--- src/wdr_pkg.sv ---
// Purpose: shared constants and types of the watchdog supervisor
// Assumes: 32-bit AHB-Lite register window, one word per register
// Notes:   all offsets are byte addresses within the window
package wdr_pkg;
   // Register byte offsets
   localparam logic [7:0] ADDR_RELOAD   = 8'h00;
   localparam logic [7:0] ADDR_IRQ_EN0   = 8'h04;
   localparam logic [7:0] ADDR_IRQ_EN1   = 8'h08;
   localparam logic [7:0] ADDR_IRQ_PRIO0 = 8'h0c;
   localparam logic [7:0] ADDR_CLKCTL   = 8'h10;
   localparam logic [7:0] ADDR_IRQ_STAT = 8'h14;
   localparam logic [7:0] ADDR_IRQ_MASK = 8'h18;
   localparam logic [7:0] ADDR_COUNT    = 8'h1c;
   // Field positions
   localparam int PRESCALE_BIT = 7;
   localparam int ARM_BIT    = 6;
   localparam int COMMIT_BIT = 6;
   localparam int OWDS_BIT   = 7;
   localparam int WDTS_BIT   = 6;
   localparam int OPT_BIT    = 7;
   localparam int EV_TIMEOUT = 0;
   localparam int EV_REFRESH = 1;
   localparam int EV_EXPIRE  = 2;
   // Reset values
   localparam logic [7:0]  REG_RST   = 8'h00;
   localparam logic [14:0] COUNT_RST = 15'h0000;
   localparam logic [2:0]  EV_RST    = 3'h0;
   // Terminal count in counter steps, the rest in CPU clock cycles
   localparam logic [14:0] TERMINAL      = 15'h7ffc;
   localparam int          WINDOW_CYCLES = 12;
   localparam int          DIV_FAST      = 24;
   localparam int          DIV_SLOW      = 384;
   localparam int          RST_PULSE     = 4;
   // Watchdog states, one-hot
   typedef enum logic [2:0] {
      WDR_IDLE   = 3'b001,
      WDR_ACTIVE = 3'b010,
      WDR_FIRING = 3'b100
   } wdr_state_t;
   // Captured AHB address phase
   typedef struct packed {
      logic       sel;
      logic       write;
      logic [7:0] addr;
   } wdr_aphase_t;
endpackage

--- src/wdr_watchdog.sv ---
// Purpose: watchdog supervisor with timed refresh and reset option
// Assumes: AHB-Lite slave, single word transfers, hclk at 125 MHz
// Notes:   cpu_rst is a pulse of RST_PULSE cycles; periph_rst pulses with it only under option 1
//
// Summary of operation
// - A 15-bit counter, a 7-bit reload value and control logic.
// - Hardware reset leaves the watchdog inactive, counter zero.
// - Only a software commit write starts the watchdog.
// - Once started it cannot be stopped except by hardware reset.
// - The counter steps every 24 or 384 clocks by prescale select.
// - At count 7ffc the watchdog raises its CPU reset.
// - A refresh counts only if commit comes within 12 of arm.
// - An arm not followed by commit in time lapses with no refresh.
// - A refresh loads the top seven counter bits from reload.
// - The arm bit clears itself 12 cycles after it was set.
// - Commit activates, refreshes if armed and not firing, self-clears after 12.
// - The read-only reset status is set at 7ffc, cleared after reset.
// - Option 1: watchdog reset also clears peripheral registers.
// - Option 0: peripheral registers survive a watchdog reset.
// - Priority register: bit 7 old status, bit 6 status, reset 0.
`timescale 1ns/100ps
module wdr_watchdog #(
   parameter int CNT_W = 15,
   parameter int PRE_W = 9
) (
   input  wire logic        hclk,
   input  wire logic        hresetn,
   input  wire logic        hsel,
   input  wire logic [31:0] haddr,
   input  wire logic [1:0]  htrans,
   input  wire logic        hwrite,
   input  wire logic [2:0]  hsize,
   input  wire logic [31:0] hwdata,
   input  wire logic        hready,
   output logic      [31:0] hrdata,
   output logic             hreadyout,
   output logic             hresp,
   output logic             irq,
   output logic             cpu_rst,
   output logic             periph_rst
);
   wdr_pkg::wdr_state_t   state;
   wdr_pkg::wdr_aphase_t  ap_q;
   logic [7:0]       reload;
   logic [7:0]       irq_en0;
   logic [7:0]       irq_en1;
   logic [5:0]       prio;
   logic             owds;
   logic             wdts;
   logic [7:0]       clkctl;
   logic [2:0]       irq_stat;
   logic [2:0]       irq_mask;
   logic [CNT_W-1:0] count;
   logic [PRE_W-1:0] pre_cnt;
   logic [3:0]       arm_cnt;
   logic [3:0]       commit_cnt;
   logic [2:0]       pulse_cnt;
   logic             wr_act;
   logic             rd_act;
   logic             commit_wr;
   logic             arm_wr;
   logic             refresh;
   logic             tick;
   logic             fire;
   logic             pulse_end;
   logic             opt_clear;
   logic             arm_lapse;
   logic [2:0]       events;
   logic [31:0]      next_rdata;

   // Bus decode; byte lanes ignored since only whole words are used
   assign wr_act    = ap_q.sel && ap_q.write;
   assign rd_act    = ap_q.sel && !ap_q.write && !hreadyout;
   assign arm_wr    = wr_act && ap_q.addr == wdr_pkg::ADDR_IRQ_EN0
                      && hwdata[wdr_pkg::ARM_BIT];
   assign commit_wr = wr_act && ap_q.addr == wdr_pkg::ADDR_IRQ_EN1
                      && hwdata[wdr_pkg::COMMIT_BIT];

   // Watchdog events
   assign refresh   = commit_wr && irq_en0[wdr_pkg::ARM_BIT]
                      && state != wdr_pkg::WDR_FIRING;
   assign arm_lapse = irq_en0[wdr_pkg::ARM_BIT] && arm_cnt == 4'd1
                      && !refresh;
   assign fire      = state == wdr_pkg::WDR_ACTIVE
                      && count == wdr_pkg::TERMINAL;
   assign pulse_end = state == wdr_pkg::WDR_FIRING
                      && pulse_cnt == 3'(wdr_pkg::RST_PULSE - 1);
   assign opt_clear = fire && clkctl[wdr_pkg::OPT_BIT];
   assign tick      = pre_cnt == (reload[wdr_pkg::PRESCALE_BIT]
                      ? PRE_W'(wdr_pkg::DIV_SLOW - 1)
                      : PRE_W'(wdr_pkg::DIV_FAST - 1));
   assign events[wdr_pkg::EV_TIMEOUT] = fire;
   assign events[wdr_pkg::EV_REFRESH] = refresh;
   assign events[wdr_pkg::EV_EXPIRE]  = arm_lapse;

   // Address phase capture, held while the slave stalls
   always_ff @(posedge hclk or negedge hresetn) begin
      if (!hresetn) begin
         ap_q <= '0;
      end else if (hready) begin
         ap_q.sel   <= hsel && htrans[1];
         ap_q.write <= hwrite;
         ap_q.addr  <= haddr[7:0];
      end
   end

   // Reads take one wait state so a preceding write is always visible
   always_ff @(posedge hclk or negedge hresetn) begin
      if (!hresetn) begin
         hreadyout <= 1'b1;
         hresp     <= 1'b0;
         hrdata    <= 32'h00000000;
      end else begin
         hresp <= 1'b0;
         if (rd_act) begin
            hreadyout <= 1'b1;
            hrdata    <= next_rdata;
         end else if (hready && hsel && htrans[1] && !hwrite) begin
            hreadyout <= 1'b0;
         end
      end
   end

   // Read mux; unmapped offsets read as zero
   always_comb begin
      next_rdata = 32'h00000000;
      case (ap_q.addr)
         wdr_pkg::ADDR_RELOAD:   next_rdata[7:0] = reload;
         wdr_pkg::ADDR_IRQ_EN0:  next_rdata[7:0] = irq_en0;
         wdr_pkg::ADDR_IRQ_EN1:  next_rdata[7:0] = irq_en1;
         wdr_pkg::ADDR_IRQ_PRIO0: next_rdata[7:0] = {owds, wdts, prio};
         wdr_pkg::ADDR_CLKCTL:   next_rdata[7:0] = clkctl;
         wdr_pkg::ADDR_IRQ_STAT: next_rdata[2:0] = irq_stat;
         wdr_pkg::ADDR_IRQ_MASK: next_rdata[2:0] = irq_mask;
         wdr_pkg::ADDR_COUNT:    next_rdata[CNT_W-1:0] = count;
         default:                next_rdata = 32'h00000000;
      endcase
   end

   // Peripheral registers; wiped by a watchdog reset only under option
   always_ff @(posedge hclk or negedge hresetn) begin
      if (!hresetn) begin
         reload <= wdr_pkg::REG_RST;
         prio   <= wdr_pkg::REG_RST[5:0];
      end else if (opt_clear) begin
         reload <= wdr_pkg::REG_RST;
         prio   <= wdr_pkg::REG_RST[5:0];
      end else if (wr_act) begin
         if (ap_q.addr == wdr_pkg::ADDR_RELOAD)
            reload <= hwdata[7:0];
         if (ap_q.addr == wdr_pkg::ADDR_IRQ_PRIO0)
            prio <= hwdata[5:0];
      end
   end

   // Clock control survives every watchdog reset
   always_ff @(posedge hclk or negedge hresetn) begin
      if (!hresetn) begin
         clkctl <= wdr_pkg::REG_RST;
      end else if (wr_act && ap_q.addr == wdr_pkg::ADDR_CLKCTL) begin
         clkctl <= hwdata[7:0];
      end
   end

   // Enable registers; arm bit is set-only and times itself out
   always_ff @(posedge hclk or negedge hresetn) begin
      if (!hresetn) begin
         irq_en0 <= wdr_pkg::REG_RST;
         arm_cnt <= 4'd0;
      end else begin
         if (opt_clear) begin
            irq_en0[5:0] <= wdr_pkg::REG_RST[5:0];
            irq_en0[7]   <= 1'b0;
         end else if (wr_act && ap_q.addr == wdr_pkg::ADDR_IRQ_EN0) begin
            irq_en0[5:0] <= hwdata[5:0];
            irq_en0[7]   <= hwdata[7];
         end
         if (refresh || arm_lapse) begin
            irq_en0[wdr_pkg::ARM_BIT] <= 1'b0;
            arm_cnt                   <= 4'd0;
         end else if (arm_wr && !irq_en0[wdr_pkg::ARM_BIT]) begin
            irq_en0[wdr_pkg::ARM_BIT] <= 1'b1;
            arm_cnt                   <= 4'(wdr_pkg::WINDOW_CYCLES);
         end else if (arm_cnt != 4'd0) begin
            arm_cnt <= arm_cnt - 4'd1;
         end
      end
   end

   // Commit bit lives 12 cycles; a rewrite while set does not extend it
   always_ff @(posedge hclk or negedge hresetn) begin
      if (!hresetn) begin
         irq_en1    <= wdr_pkg::REG_RST;
         commit_cnt <= 4'd0;
      end else begin
         if (opt_clear) begin
            irq_en1[5:0] <= wdr_pkg::REG_RST[5:0];
            irq_en1[7]   <= 1'b0;
         end else if (wr_act && ap_q.addr == wdr_pkg::ADDR_IRQ_EN1) begin
            irq_en1[5:0] <= hwdata[5:0];
            irq_en1[7]   <= hwdata[7];
         end
         if (commit_wr && !irq_en1[wdr_pkg::COMMIT_BIT]) begin
            irq_en1[wdr_pkg::COMMIT_BIT] <= 1'b1;
            commit_cnt <= 4'(wdr_pkg::WINDOW_CYCLES);
         end else if (commit_cnt == 4'd1) begin
            irq_en1[wdr_pkg::COMMIT_BIT] <= 1'b0;
            commit_cnt <= 4'd0;
         end else if (commit_cnt != 4'd0) begin
            commit_cnt <= commit_cnt - 4'd1;
         end
      end
   end

   // Watchdog state; no path leads back to idle but hardware reset
   always_ff @(posedge hclk or negedge hresetn) begin
      if (!hresetn) begin
         state <= wdr_pkg::WDR_IDLE;
      end else begin
         case (state)
            wdr_pkg::WDR_IDLE:
               if (commit_wr) state <= wdr_pkg::WDR_ACTIVE;
            wdr_pkg::WDR_ACTIVE:
               if (fire) state <= wdr_pkg::WDR_FIRING;
            wdr_pkg::WDR_FIRING:
               if (pulse_end) state <= wdr_pkg::WDR_ACTIVE;
            default: state <= wdr_pkg::WDR_IDLE;
         endcase
      end
   end

   // Counter and prescaler; refresh restarts the low bits from zero
   always_ff @(posedge hclk or negedge hresetn) begin
      if (!hresetn) begin
         count   <= wdr_pkg::COUNT_RST;
         pre_cnt <= '0;
      end else if (fire || state == wdr_pkg::WDR_FIRING) begin
         count   <= wdr_pkg::COUNT_RST;
         pre_cnt <= '0;
      end else if (refresh) begin
         count   <= {reload[6:0], 8'h00};
         pre_cnt <= '0;
      end else if (state == wdr_pkg::WDR_ACTIVE) begin
         pre_cnt <= tick ? '0 : pre_cnt + 1'b1;
         if (tick)
            count <= count + 1'b1;
      end
   end

   // Reset pulse and status bits
   always_ff @(posedge hclk or negedge hresetn) begin
      if (!hresetn) begin
         cpu_rst    <= 1'b0;
         periph_rst <= 1'b0;
         pulse_cnt  <= 3'd0;
         wdts       <= 1'b0;
         owds       <= 1'b0;
      end else if (fire) begin
         cpu_rst    <= 1'b1;
         periph_rst <= clkctl[wdr_pkg::OPT_BIT];
         pulse_cnt  <= 3'd0;
         wdts       <= 1'b1;
      end else if (pulse_end) begin
         cpu_rst    <= 1'b0;
         periph_rst <= 1'b0;
         wdts       <= 1'b0;
         owds       <= 1'b1;
      end else if (state == wdr_pkg::WDR_FIRING) begin
         pulse_cnt <= pulse_cnt + 3'd1;
      end
   end

   // Sticky events; a read clears, a same-cycle event still wins
   always_ff @(posedge hclk or negedge hresetn) begin
      if (!hresetn) begin
         irq_stat <= wdr_pkg::EV_RST;
         irq_mask <= wdr_pkg::EV_RST;
         irq      <= 1'b0;
      end else begin
         if (rd_act && ap_q.addr == wdr_pkg::ADDR_IRQ_STAT)
            irq_stat <= events;
         else
            irq_stat <= irq_stat | events;
         if (wr_act && ap_q.addr == wdr_pkg::ADDR_IRQ_MASK)
            irq_mask <= hwdata[2:0];
         irq <= |(irq_stat & irq_mask);
      end
   end

   // Checker helpers; run lengths counted, long repeats unroll badly
   logic [3:0]       arm_age;
   logic [3:0]       commit_run;

   always_ff @(posedge hclk or negedge hresetn) begin
      if (!hresetn) begin
         arm_age    <= 4'd0;
         commit_run <= 4'd0;
      end else begin
         arm_age    <= irq_en0[wdr_pkg::ARM_BIT] ? arm_age + 4'd1 : 4'd0;
         commit_run <= irq_en1[wdr_pkg::COMMIT_BIT]
                       ? commit_run + 4'd1 : 4'd0;
      end
   end
endmodule

--- config.mk ---
export PLATFORM = sky130hd
export DESIGN_NAME = wdr_watchdog
export DESIGN_NICKNAME = d
export VERILOG_FILES = /design/src/wdr_pkg.sv /design/src/wdr_watchdog.sv
export SDC_FILE = /design/constraint.sdc
export NUM_CORES = 1
export LEC_CHECK = 0
export BUFFER_PORTS_ARGS = -buffer_cell sky130_fd_sc_hd__buf_4
export CORE_UTILIZATION = 51
export DETAILED_ROUTE_END_ITERATION = 16
export PLACE_DENSITY = 0.74
export SLEW_MARGIN = 20
export SYNTH_ARGS = -nofsm -noshare
export SYNTH_HDL_FRONTEND = slang
export SYNTH_SLANG_ARGS = --single-unit
--- constraint.sdc ---
create_clock -name hclk -period 6.5 [get_ports hclk]
set_clock_uncertainty 0.15 [all_clocks]
set_input_delay 0.325 -clock hclk [delete_from_list [all_inputs] [get_ports hclk]]
set_output_delay 0.325 -clock hclk [all_outputs]
set_load 0.02 [all_outputs]
==> results.py, run 1 <==
metrics = {
    "cts": {
        "postCtsSetupBuffers": 0,
        "cts_tree": "built",
        "htreeDepth": 3,
        "root_buffer": "clkbuf_16",
        "clock_latency_ns": 0.36,
        "clk_pin_slew_ns": 0.08,
        "clock_sinks": 112,
        "clockBufferDepth": 2,
        "numCtsBuffers": 9,
    },
    "finish": {
        "final_cell_mix": "dfrtp_1, nand2_1, nand3_1",
        "final_common_cell": "dfrtp_1",
        "nets": 718,
        "syn2layout_area_growth_pct": 10.4,
        "drive_above_1_share_pct": 15.5,
        "diodes": 0,
        "fillers": 941,
    },
    "timing": {
        "fmax_mhz": 326,
        "relSlewSlack_pct": 29.8,
        "fin_crit_ns": 3.07,
        "worst_pin_slew_ns": 1.05,
        "fin_ws_ns": 3.43,
        "setup_viol": 0,
        "period_share_pct": 47.3,
        "finalHoldViolCount": 0,
        "rsz0062_at_grt": "false",
        "hold-worst-slack_ns": 0.0228,
        "slew_viol_final": 0,
        "fin_setup_tns_ns": 0,
    },
    "worst_setup_path": {
        "start_kind": "flip-flop",
        "cp_cell_sequence": "inv_1 -> ha_1 -> nand3_1 -> nor4_2 -> a21oi_1 -> o21ai_1 -> nor3_1",
        "reg2reg_setup_slack_ns": 3.43,
        "rr_endpoint": "pre_cnt[3]",
        "crit_path_end_kind": "flip-flop",
        "slowest_stage": "o21ai_1",
        "path_class": "flip-flop to flip-flop",
        "ff2ff_path_depth": 7,
        "crit_fanout": 14,
        "crit_required_ns": 6.54,
        "critical_path_arrival_ns": 3.11,
        "crit_start": "count[0]",
        "cp-endpoint": "pre_cnt[3]",
        "rr_startpoint": "count[0]",
        "cpPeakStageDelay_ns": 0.87,
    },
    "placement": {
        "hpwl_um": 9400,
        "post-place-ws_ns": 3.43,
        "routabilityCongestion": 0.922,
        "numPortBuffers": 40,
    },
    "drt": {
        "wl_um": 13300,
        "vias": 4646,
        "drtPass1Iterations": 5,
        "remaining_drc_errors": 0,
        "ant_nets": 0,
        "routedWlPerCell_um": 17.0,
        "viasPerCell": 5.96,
        "dr.first_iter.drc_count": 461,
    },
    "run": {
        "cap_violations": 0,
    },
    "yosys": {
        "async_flop_share_pct": 100,
        "synth_top_area_cell": "dfrtp_1",
        "synth_area_leaders": "dfrtp_1, nand3_1, nand2_1",
        "ys_warn_count": 0,
        "syn_avg_cell_area_sq_um": 9.43,
        "ys_ff_latch": 112,
        "ys_types": 58,
        "synth-edff-count": 0,
        "synthCells": 611,
        "netlist_area_sq_um": 5760,
        "ys_seq_area_share_pct": 48.7,
        "yosys.area.top_type_share_pct": 47.8,
        "synth_ff_type": "dfrtp_1",
    },
    "global_routing": {
        "overflow": 0,
        "antenna_found_initial": 0,
        "first_global_vias": 4385,
        "grt_first_pass_wirelength_um": 21800,
        "grt_max_degree": 83,
        "grtUsageTotal_pct": 24.3,
    },
    "pwr": {
        "ir_drop_mv": 0.236,
        "power_density_nw_per_um2": 261,
        "cellLeakagePower_uw": 0.00282,
    },
    "outcome": {
        "outcome": "finished, final reports clean",
    },
    "floorplanning": {
        "io_pins": 111,
        "start_util_pct": 52.7,
        "fp.dieW_um": 108,
        "die_area_sq_um": 11700,
        "die_h_um": 108,
        "core_sq_um": 10900,
        "row_count": 38,
    },
    "worst_hold_path": {
        "hold_path.class": "primary input to flip-flop",
        "worstHoldStart": "haddr[4]",
    },
}
## repair_timing
action / 4_1_cts / 5_1_grt
hold buffers: 1 / 0
gates resized for setup: 0 / 0
endpoints found under the hold margin: 29 / 0
## cell usage after synthesis (all sizes together), types with 2 or more instances
| library cell | n |
|---|---|
| dfrtp | 110 |
| nand2 | 76 |
| nand3 | 61 |
| a21oi | 53 |
| nor2 | 48 |
| buf | 32 |
| nor3 | 27 |
| mux2 | 21 |
| clkbuf | 17 |
| inv | 16 |
| nand4 | 15 |
| xor2 | 12 |
| ha | 10 |
| nand2b | 8 |
| o22ai | 8 |
| or3 | 8 |
| xnor2 | 8 |
| a22oi | 7 |
| a31oi | 6 |
| o21ai | 6 |
| a221oi | 5 |
| and3 | 5 |
| mux2i | 5 |
| nor4 | 4 |
| nand3b | 3 |
| nor2b | 3 |
| or2 | 3 |
| a211oi | 2 |
| a21o | 2 |
| a22o | 2 |
| a2bb2oi | 2 |
| and2 | 2 |
| dfstp | 2 |
| mux4 | 2 |
| o2bb2ai | 2 |
## where the power goes
| part | total (uW) | leakage [uW] | internal (uW) | switching (uW) |
|---|---|---|---|---|
| registers | 824 | 0.00133 | 764 | 60.7 |
| clock network | 546 | 0.000140 | 268 | 277 |
| logic | 290 | 0.00135 | 128 | 162 |
| total | 1660 | 0.00282 | 1160 | 500 |
## sequential cells by signal (all words and copies together) (netlist names), 4 cells and up
name	flops
count	15
hrdata	15
clkctl	8
ap_q	10
pre_cnt	9
prio	6
arm_cnt	4
commit_cnt	4
irq_en1	8
reload	8
irq_en0	8
## critical path: cells and delay by family (launching register included)
family          cells  cell delay [ns]
flops               1             0.43
fa+ha+maj           1             0.15
simple gates        3             0.83
buf+inv             1             0.12
compound gates      2             1.21
## cell families after synthesis
group	count (synthesis)	share of synthesized area, %
buffers and inverters	65	5.67
other	1	0.0651
adder cells (fa/ha/maj)	10	2.17
AND/OR/NAND/NOR	270	23.4
multiplexers	28	5.75
AO/OA/AOI/OAI	105	11.2
XOR/XNOR	20	3.04
flip-flops	112	48.7
## layout make-up
| class | count | area (sq um) | area share [%] |
|---|---|---|---|
| flip-flops and latches | 112 | 2810 | 44.1 |
| multi-input cells | 451 | 2700 | 42.4 |
| repair buffers | 44 | 337 | 5.29 |
| clock buffers | 9 | 225 | 3.54 |
| well taps | 140 | 175 | 2.75 |
| clock inverters | 7 | 63.8 | 1.00 |
| inverters | 16 | 60.1 | 0.944 |
## through the flow
stage / power (uW) / area (sq um) / std cells / utilization [%]
global placement: 1110 / 6060 / 762 / 55.4
finish: 1660 / 6360 / 779 / 58.2
global route: 1740 / 6360 / 779 / 58.2
detailed placement: 1130 / 6060 / 762 / 55.4
floorplan: 1030 / 5830 / 628 / -
CTS: 1670 / 6360 / 779 / 58.2
## per-layer routing
layer / vias to the layer above / global-route usage, % / share of wire (%)
li1: 2179 / - / -
met4: 0 / 6.85 / 1.8
met1: 2282 / 33.9 / 43
met2: 166 / 38.5 / 48
met3: 19 / 5.00 / 7.1
met5: - / 0 / 0
## worst min path at each step
stage,to,slack (ns),cells past startpoint
3_5_place_dp,pre_cnt[2],0.13,1
3_3_place_gp,pre_cnt[2],0.12,1
2_1_floorplan,ap_q[0],-0.12,0
6_report,ap_q[4],0.02,3
5_1_grt,ap_q[5],0.04,2
4_1_cts,ap_q[4],0.02,3
No activity file was read; power rests on OpenSTA's default activity.
==> run 2: changes to the inputs <==
clock period = 2.9 ns   (was 6.5 ns; I/O delays follow)
==> results.py, run 2 (synthesized netlist as in run 1, its figures left out) <==
metrics = {
    "finish": {
        "fillers": 939,
        "top_regs": "count x15, hrdata x15, ap_q x10",
        "drive_above_1_share_pct": 16.8,
        "final_cell_mix": "dfrtp_1, nand2_1, nand3_1",
        "syn2layout_area_growth_pct": 16.5,
        "diodes": 0,
        "final_common_cell": "dfrtp_1",
        "nets": 757,
        "finish.instance_area_sq_um": 6710,
    },
    "cts": {
        "postCtsSetupBuffers": 0,
        "root_buffer": "clkbuf_16",
        "clockBufferDepth": 2,
        "numCtsBuffers": 9,
        "htreeDepth": 3,
        "clk_pin_slew_ns": 0.07,
        "clock_latency_ns": 0.35,
        "cts_tree": "built",
        "clock_sinks": 112,
    },
    "worst_setup_path": {
        "crit_family": "simple AND/OR/NAND/NOR gates",
        "start_kind": "flip-flop",
        "crit_buf_inv": 2,
        "crit_required_ns": 2.97,
        "critical_path_arrival_ns": 2.52,
        "crit_path_end_kind": "flip-flop",
        "crit_fanout": 28,
        "cpPeakStageDelay_ns": 0.53,
        "slowest_stage": "dfrtp_1",
        "path_class": "flip-flop to flip-flop",
        "cp_cell_sequence": "nand4_1 -> or3_1 -> nor3_2 -> buf_4 -> and2_1 -> buf_4 -> a21oi_1",
        "cp_common_cell": "buf_4",
    },
    "floorplanning": {
        "die_h_um": 108,
        "die_area_sq_um": 11700,
        "start_util_pct": 52.7,
        "fp.dieW_um": 108,
        "core_sq_um": 10900,
        "row_count": 38,
        "io_pins": 111,
    },
    "timing": {
        "slew_viol_final": 0,
        "worst_pin_slew_ns": 0.760,
        "relSlewSlack_pct": 49.4,
        "setup_viol": 0,
        "fin_setup_tns_ns": 0,
        "finalHoldViolCount": 0,
        "rsz0062_at_grt": "false",
        "period_share_pct": 84.4,
        "fmax_mhz": 409,
        "fin_crit_ns": 2.45,
    },
    "placement": {
        "hpwl_um": 9940,
        "dpl_cell_area_sq_um": 6190,
        "numPortBuffers": 40,
        "routabilityCongestion": 0.928,
    },
    "drt": {
        "viasPerCell": 5.86,
        "remaining_drc_errors": 0,
        "wl_um": 14100,
        "drtPass1Iterations": 6,
        "dr.first_iter.drc_count": 397,
        "routedWlPerCell_um": 17.2,
        "vias": 4792,
        "ant_nets": 0,
    },
    "outcome": {
        "outcome": "finished, final reports clean",
    },
    "worst_hold_path": {
        "hold_path.class": "primary input to flip-flop",
    },
    "global_routing": {
        "overflow": 0,
        "grtUsageTotal_pct": 25.7,
        "grt_first_pass_wirelength_um": 23000,
        "first_global_vias": 4604,
        "grt_max_degree": 59,
        "antenna_found_initial": 0,
    },
    "pwr": {
        "power_density_nw_per_um2": 557,
        "ir_drop_mv": 0.427,
        "cellLeakagePower_uw": 0.00299,
    },
    "run": {
        "cap_violations": 0,
    },
}
[run 2: cell count changes in the layout (fill, tap and decap cells not counted), sizes merged]
cell	change
buf	+16
dlygate4sd3	+23
[run 2: per-layer routing]
layer | wire, um | GRT usage, %
met5 | 0 | 0
met4 | 287 | 7.82
met2 | 6940 | 41.9
met1 | 5940 | 33.9
met3 | 927 | 6.15
[run 2: worst reg2reg max path: cells and delay by family, from the launching register on]
kind | cells | cell delay [ns]
simple gates | 4 | 1.05
flops | 1 | 0.53
buf+inv | 2 | 0.51
compound gates | 1 | 0.09
[run 2: timing repair]
| item | CTS | global route |
|---|---|---|
| hold buffers | 24 | 0 |
| hold endpoints to repair | 106 | 0 |
| gates resized for setup | 0 | 0 |
[run 2: power breakdown]
| group | switching [uW] | internal, uW |
|---|---|---|
| combinational | 388 | 320 |
| clock | 595 | 594 |
| sequential | 131 | 1710 |
| total | 1110 | 2630 |
[run 2: final timing paths]
check	start	cells after the start	to	slack, ns
worst max-delay path	count[2]	7	irq_en0[0]	0.45
worst min-delay path	hready	2	ap_q[0]	0.02
worst max register to register	count[2]	7	irq_en0[0]	0.45
worst min register to register	hrdata[10]	2	hrdata[10]	0.32
max in group asynchronous	hresetn	3	irq_en1[6]	1.60
min in group asynchronous	hresetn	2	pre_cnt[3]	0.26
[run 2: layout make-up]
cell class	instances	area, sq um	share of cell area (%)
tap	140	175	2.61
timing repair buffer	83	696	10.4
clock inverter	7	55.1	0.820
inverter	16	60.1	0.895
multi-input combinational	451	2700	40.2
clock buffer	9	225	3.36
sequential	112	2810	41.8
[run 2: through the flow]
| step | std cells | worst slack, ns | power [uW] | util (%) | hold WS, ns |
|---|---|---|---|---|---|
| global placement | 778 | 0.544 | 2500 | 56.6 | 0.0939 |
| finish | 818 | 0.453 | 3740 | 61.4 | 0.0185 |
| floorplan | 628 | 0.700 | 2310 | - | -0.301 |
| detailed placement | 778 | 0.515 | 2550 | 56.6 | 0.113 |
| global route | 818 | 0.314 | 3920 | 61.4 | 0.0181 |
| CTS | 818 | 0.488 | 3760 | 61.4 | 0.0104 |
==> run 3: changes to the inputs <==
ABC_AREA = 1   (was default)
PLACE_DENSITY = 0.77   (was 0.74)
clock period = 2.1 ns   (was 2.9 ns; I/O delays follow)
==> results.py, run 3 <==
metrics = {
    "yosys": {
        "synth_area_leaders": "dfrtp_1, nand2_1, inv_1",
        "synthCells": 731,
        "ys_types": 45,
        "ys_ff_latch": 112,
        "synth_ff_type": "dfrtp_1",
        "ys_seq_area_share_pct": 46.6,
        "netlist_area_sq_um": 6020,
        "async_flop_share_pct": 100,
        "ys_warn_count": 0,
        "yosys.area.top_type_share_pct": 45.7,
        "synth_commonest_cells": "nand2_1, dfrtp_1, inv_1",
        "synth_most_common_cell": "nand2_1",
        "synth_top_area_cell": "dfrtp_1",
        "synth-edff-count": 0,
        "syn_avg_cell_area_sq_um": 8.23,
    },
    "pwr": {
        "power_density_nw_per_um2": 795,
        "ir_drop_mv": 0.853,
        "cellLeakagePower_uw": 0.00363,
        "power_uw": 5800,
    },
    "finish": {
        "syn2layout_area_growth_pct": 21.2,
        "final_common_cell": "nand2_1",
        "top_regs": "count x15, hrdata x15, ap_q x10",
        "drive_above_1_share_pct": 18.3,
        "fillers": 944,
        "fin_util_pct": 63.6,
        "diodes": 0,
        "nets": 920,
        "final_cell_mix": "nand2_1, dfrtp_1, inv_1",
        "multi_input_area_sq_um": 2710,
        "seq_area_sq_um": 2810,
    },
    "timing": {
        "relSlewSlack_pct": 62.2,
        "worst_pin_slew_ns": 0.567,
        "fin_setup_tns_ns": 0,
        "fmax_mhz": 500,
        "period_share_pct": 95.3,
        "finalHoldViolCount": 0,
        "setup_viol": 0,
        "rsz0062_at_grt": "false",
        "fin_crit_ns": 2.00,
        "slew_viol_final": 0,
    },
    "worst_setup_path": {
        "reg2reg_setup_slack_ns": 0.16,
        "cp_cell_sequence": "dlygate4sd3_1 -> buf_4 -> nand2_1 -> dlygate4sd3_1 -> o21ai_0 -> dlygate4sd3_1",
        "cp_common_cell": "dlygate4sd3_1",
        "slowest_stage": "dlygate4sd3_1",
        "ff2ff_path_depth": 11,
        "rr_endpoint": "commit_cnt[1]",
        "start_kind": "primary input",
        "crit_fanout": 14,
        "rr_startpoint": "ap_q[4]",
        "crit_path_end_kind": "flip-flop",
        "cpPeakStageDelay_ns": 0.55,
        "critical_path_arrival_ns": 2.09,
        "crit_required_ns": 2.19,
        "path_class": "primary input to flip-flop",
    },
    "cts": {
        "clk_pin_slew_ns": 0.07,
        "numCtsBuffers": 9,
        "clock_sinks": 112,
        "root_buffer": "clkbuf_16",
        "postCtsSetupBuffers": 0,
        "cts_tree": "built",
        "htreeDepth": 3,
        "clockBufferDepth": 2,
        "clock_latency_ns": 0.36,
    },
    "floorplanning": {
        "start_util_pct": 52.5,
        "row_count": 39,
        "io_pins": 111,
        "die_h_um": 111,
        "die_area_sq_um": 12200,
        "core_sq_um": 11500,
        "fp.dieW_um": 111,
    },
    "worst_hold_path": {
        "hold_path.class": "primary input to async pin",
    },
    "drt": {
        "wl_um": 15400,
        "ant_nets": 0,
        "remaining_drc_errors": 0,
        "routedWlPerCell_um": 15.7,
        "vias": 5340,
        "dr.first_iter.drc_count": 358,
        "viasPerCell": 5.43,
        "drtPass1Iterations": 5,
    },
    "placement": {
        "routabilityCongestion": 0.926,
        "hpwl_um": 11000,
        "numPortBuffers": 40,
    },
    "outcome": {
        "outcome": "finished, final reports clean",
    },
    "global_routing": {
        "grtUsageTotal_pct": 26.8,
        "overflow": 0,
        "first_global_vias": 5263,
        "antenna_found_initial": 0,
        "grt_first_pass_wirelength_um": 26000,
        "grt_max_degree": 40,
    },
    "run": {
        "cap_violations": 0,
    },
}
==> run 3: layout make-up <==
type	count	share of cell area [%]
multi-input combinational	511	37.2
clock inverter	6	1.23
clock buffer	10	3.14
inverter	92	4.75
timing repair buffer	110	12.8
tap	143	2.45
sequential	112	38.5
==> run 3: worst max path at each step <==
stage	start	to	slack, ns	cells past startpoint
detailed placement	count[0]	irq_en1[1]	0.17	11
global placement	count[0]	irq_en1[2]	0.20	11
global route	count[0]	irq_en1[3]	0.009	11
CTS	count[0]	irq_en1[1]	0.15	11
floorplan	count[0]	reload[2]	0.32	12
finish	hready	ap_q[3]	0.1	6
==> run 3: worst max-delay path: cells and delay by family <==
kind / cells / cell delay, ns
buffers and inverters: 4 / 1.83
and+or+nand+nor: 1 / 0.07
AOI/OAI and AO/OA: 1 / 0.08
==> run 3: timing repair <==
item	in CTS	in global routing
resized for setup	0	1
hold endpoints to repair	88	0
hold buffers	33	0
endpoints found under the setup margin	0	1
==> run 3: cells by family (layout without fill, tap and decap cells) <==
group / count (synthesis) / in the layout / synth area share (%)
and+or+nand+nor: 330 / 330 / 25.4
AOI/OAI and AO/OA: 130 / 130 / 12.6
buffers and inverters: 125 / 218 / 9.52
DFF: 112 / 112 / 46.6
xor gates and xnor gates: 14 / 14 / 2.04
adders and majority gates: 10 / 10 / 2.08
muxes: 9 / 9 / 1.68
other: 1 / 18 / 0.0623
==> run 3: metal layers <==
layer / vias up / global-route usage, % / wire length [um]
li1: 2577 / - / -
met1: 2541 / 36.6 / 6760
met2: 207 / 42.6 / 7300
met3: 15 / 6.37 / 1160
met4: 0 / 8.00 / 230
met5: - / 0 / 0
==> run 3: power by group <==
part	leakage [uW]	internal, uW	total, uW	switching (uW)
combinational	0.00218	564	1310	750
sequential	0.00130	2440	2620	187
clock	0.000153	1050	1860	808
==> run 3: metrics by stage <==
step / instances / hold slack (ns) / cell area (sq um) / worst slack, ns
after global routing: 984 / 0.190 / 7290 / 0.00900
final: 984 / 0.131 / 7290 / 0.0983
after CTS: 984 / 0.151 / 7290 / 0.148
after detailed placement: 935 / -0.00988 / 6640 / 0.168
after floorplan: 748 / -0.341 / 6080 / 0.323
after global placement: 935 / -0.0166 / 6640 / 0.197
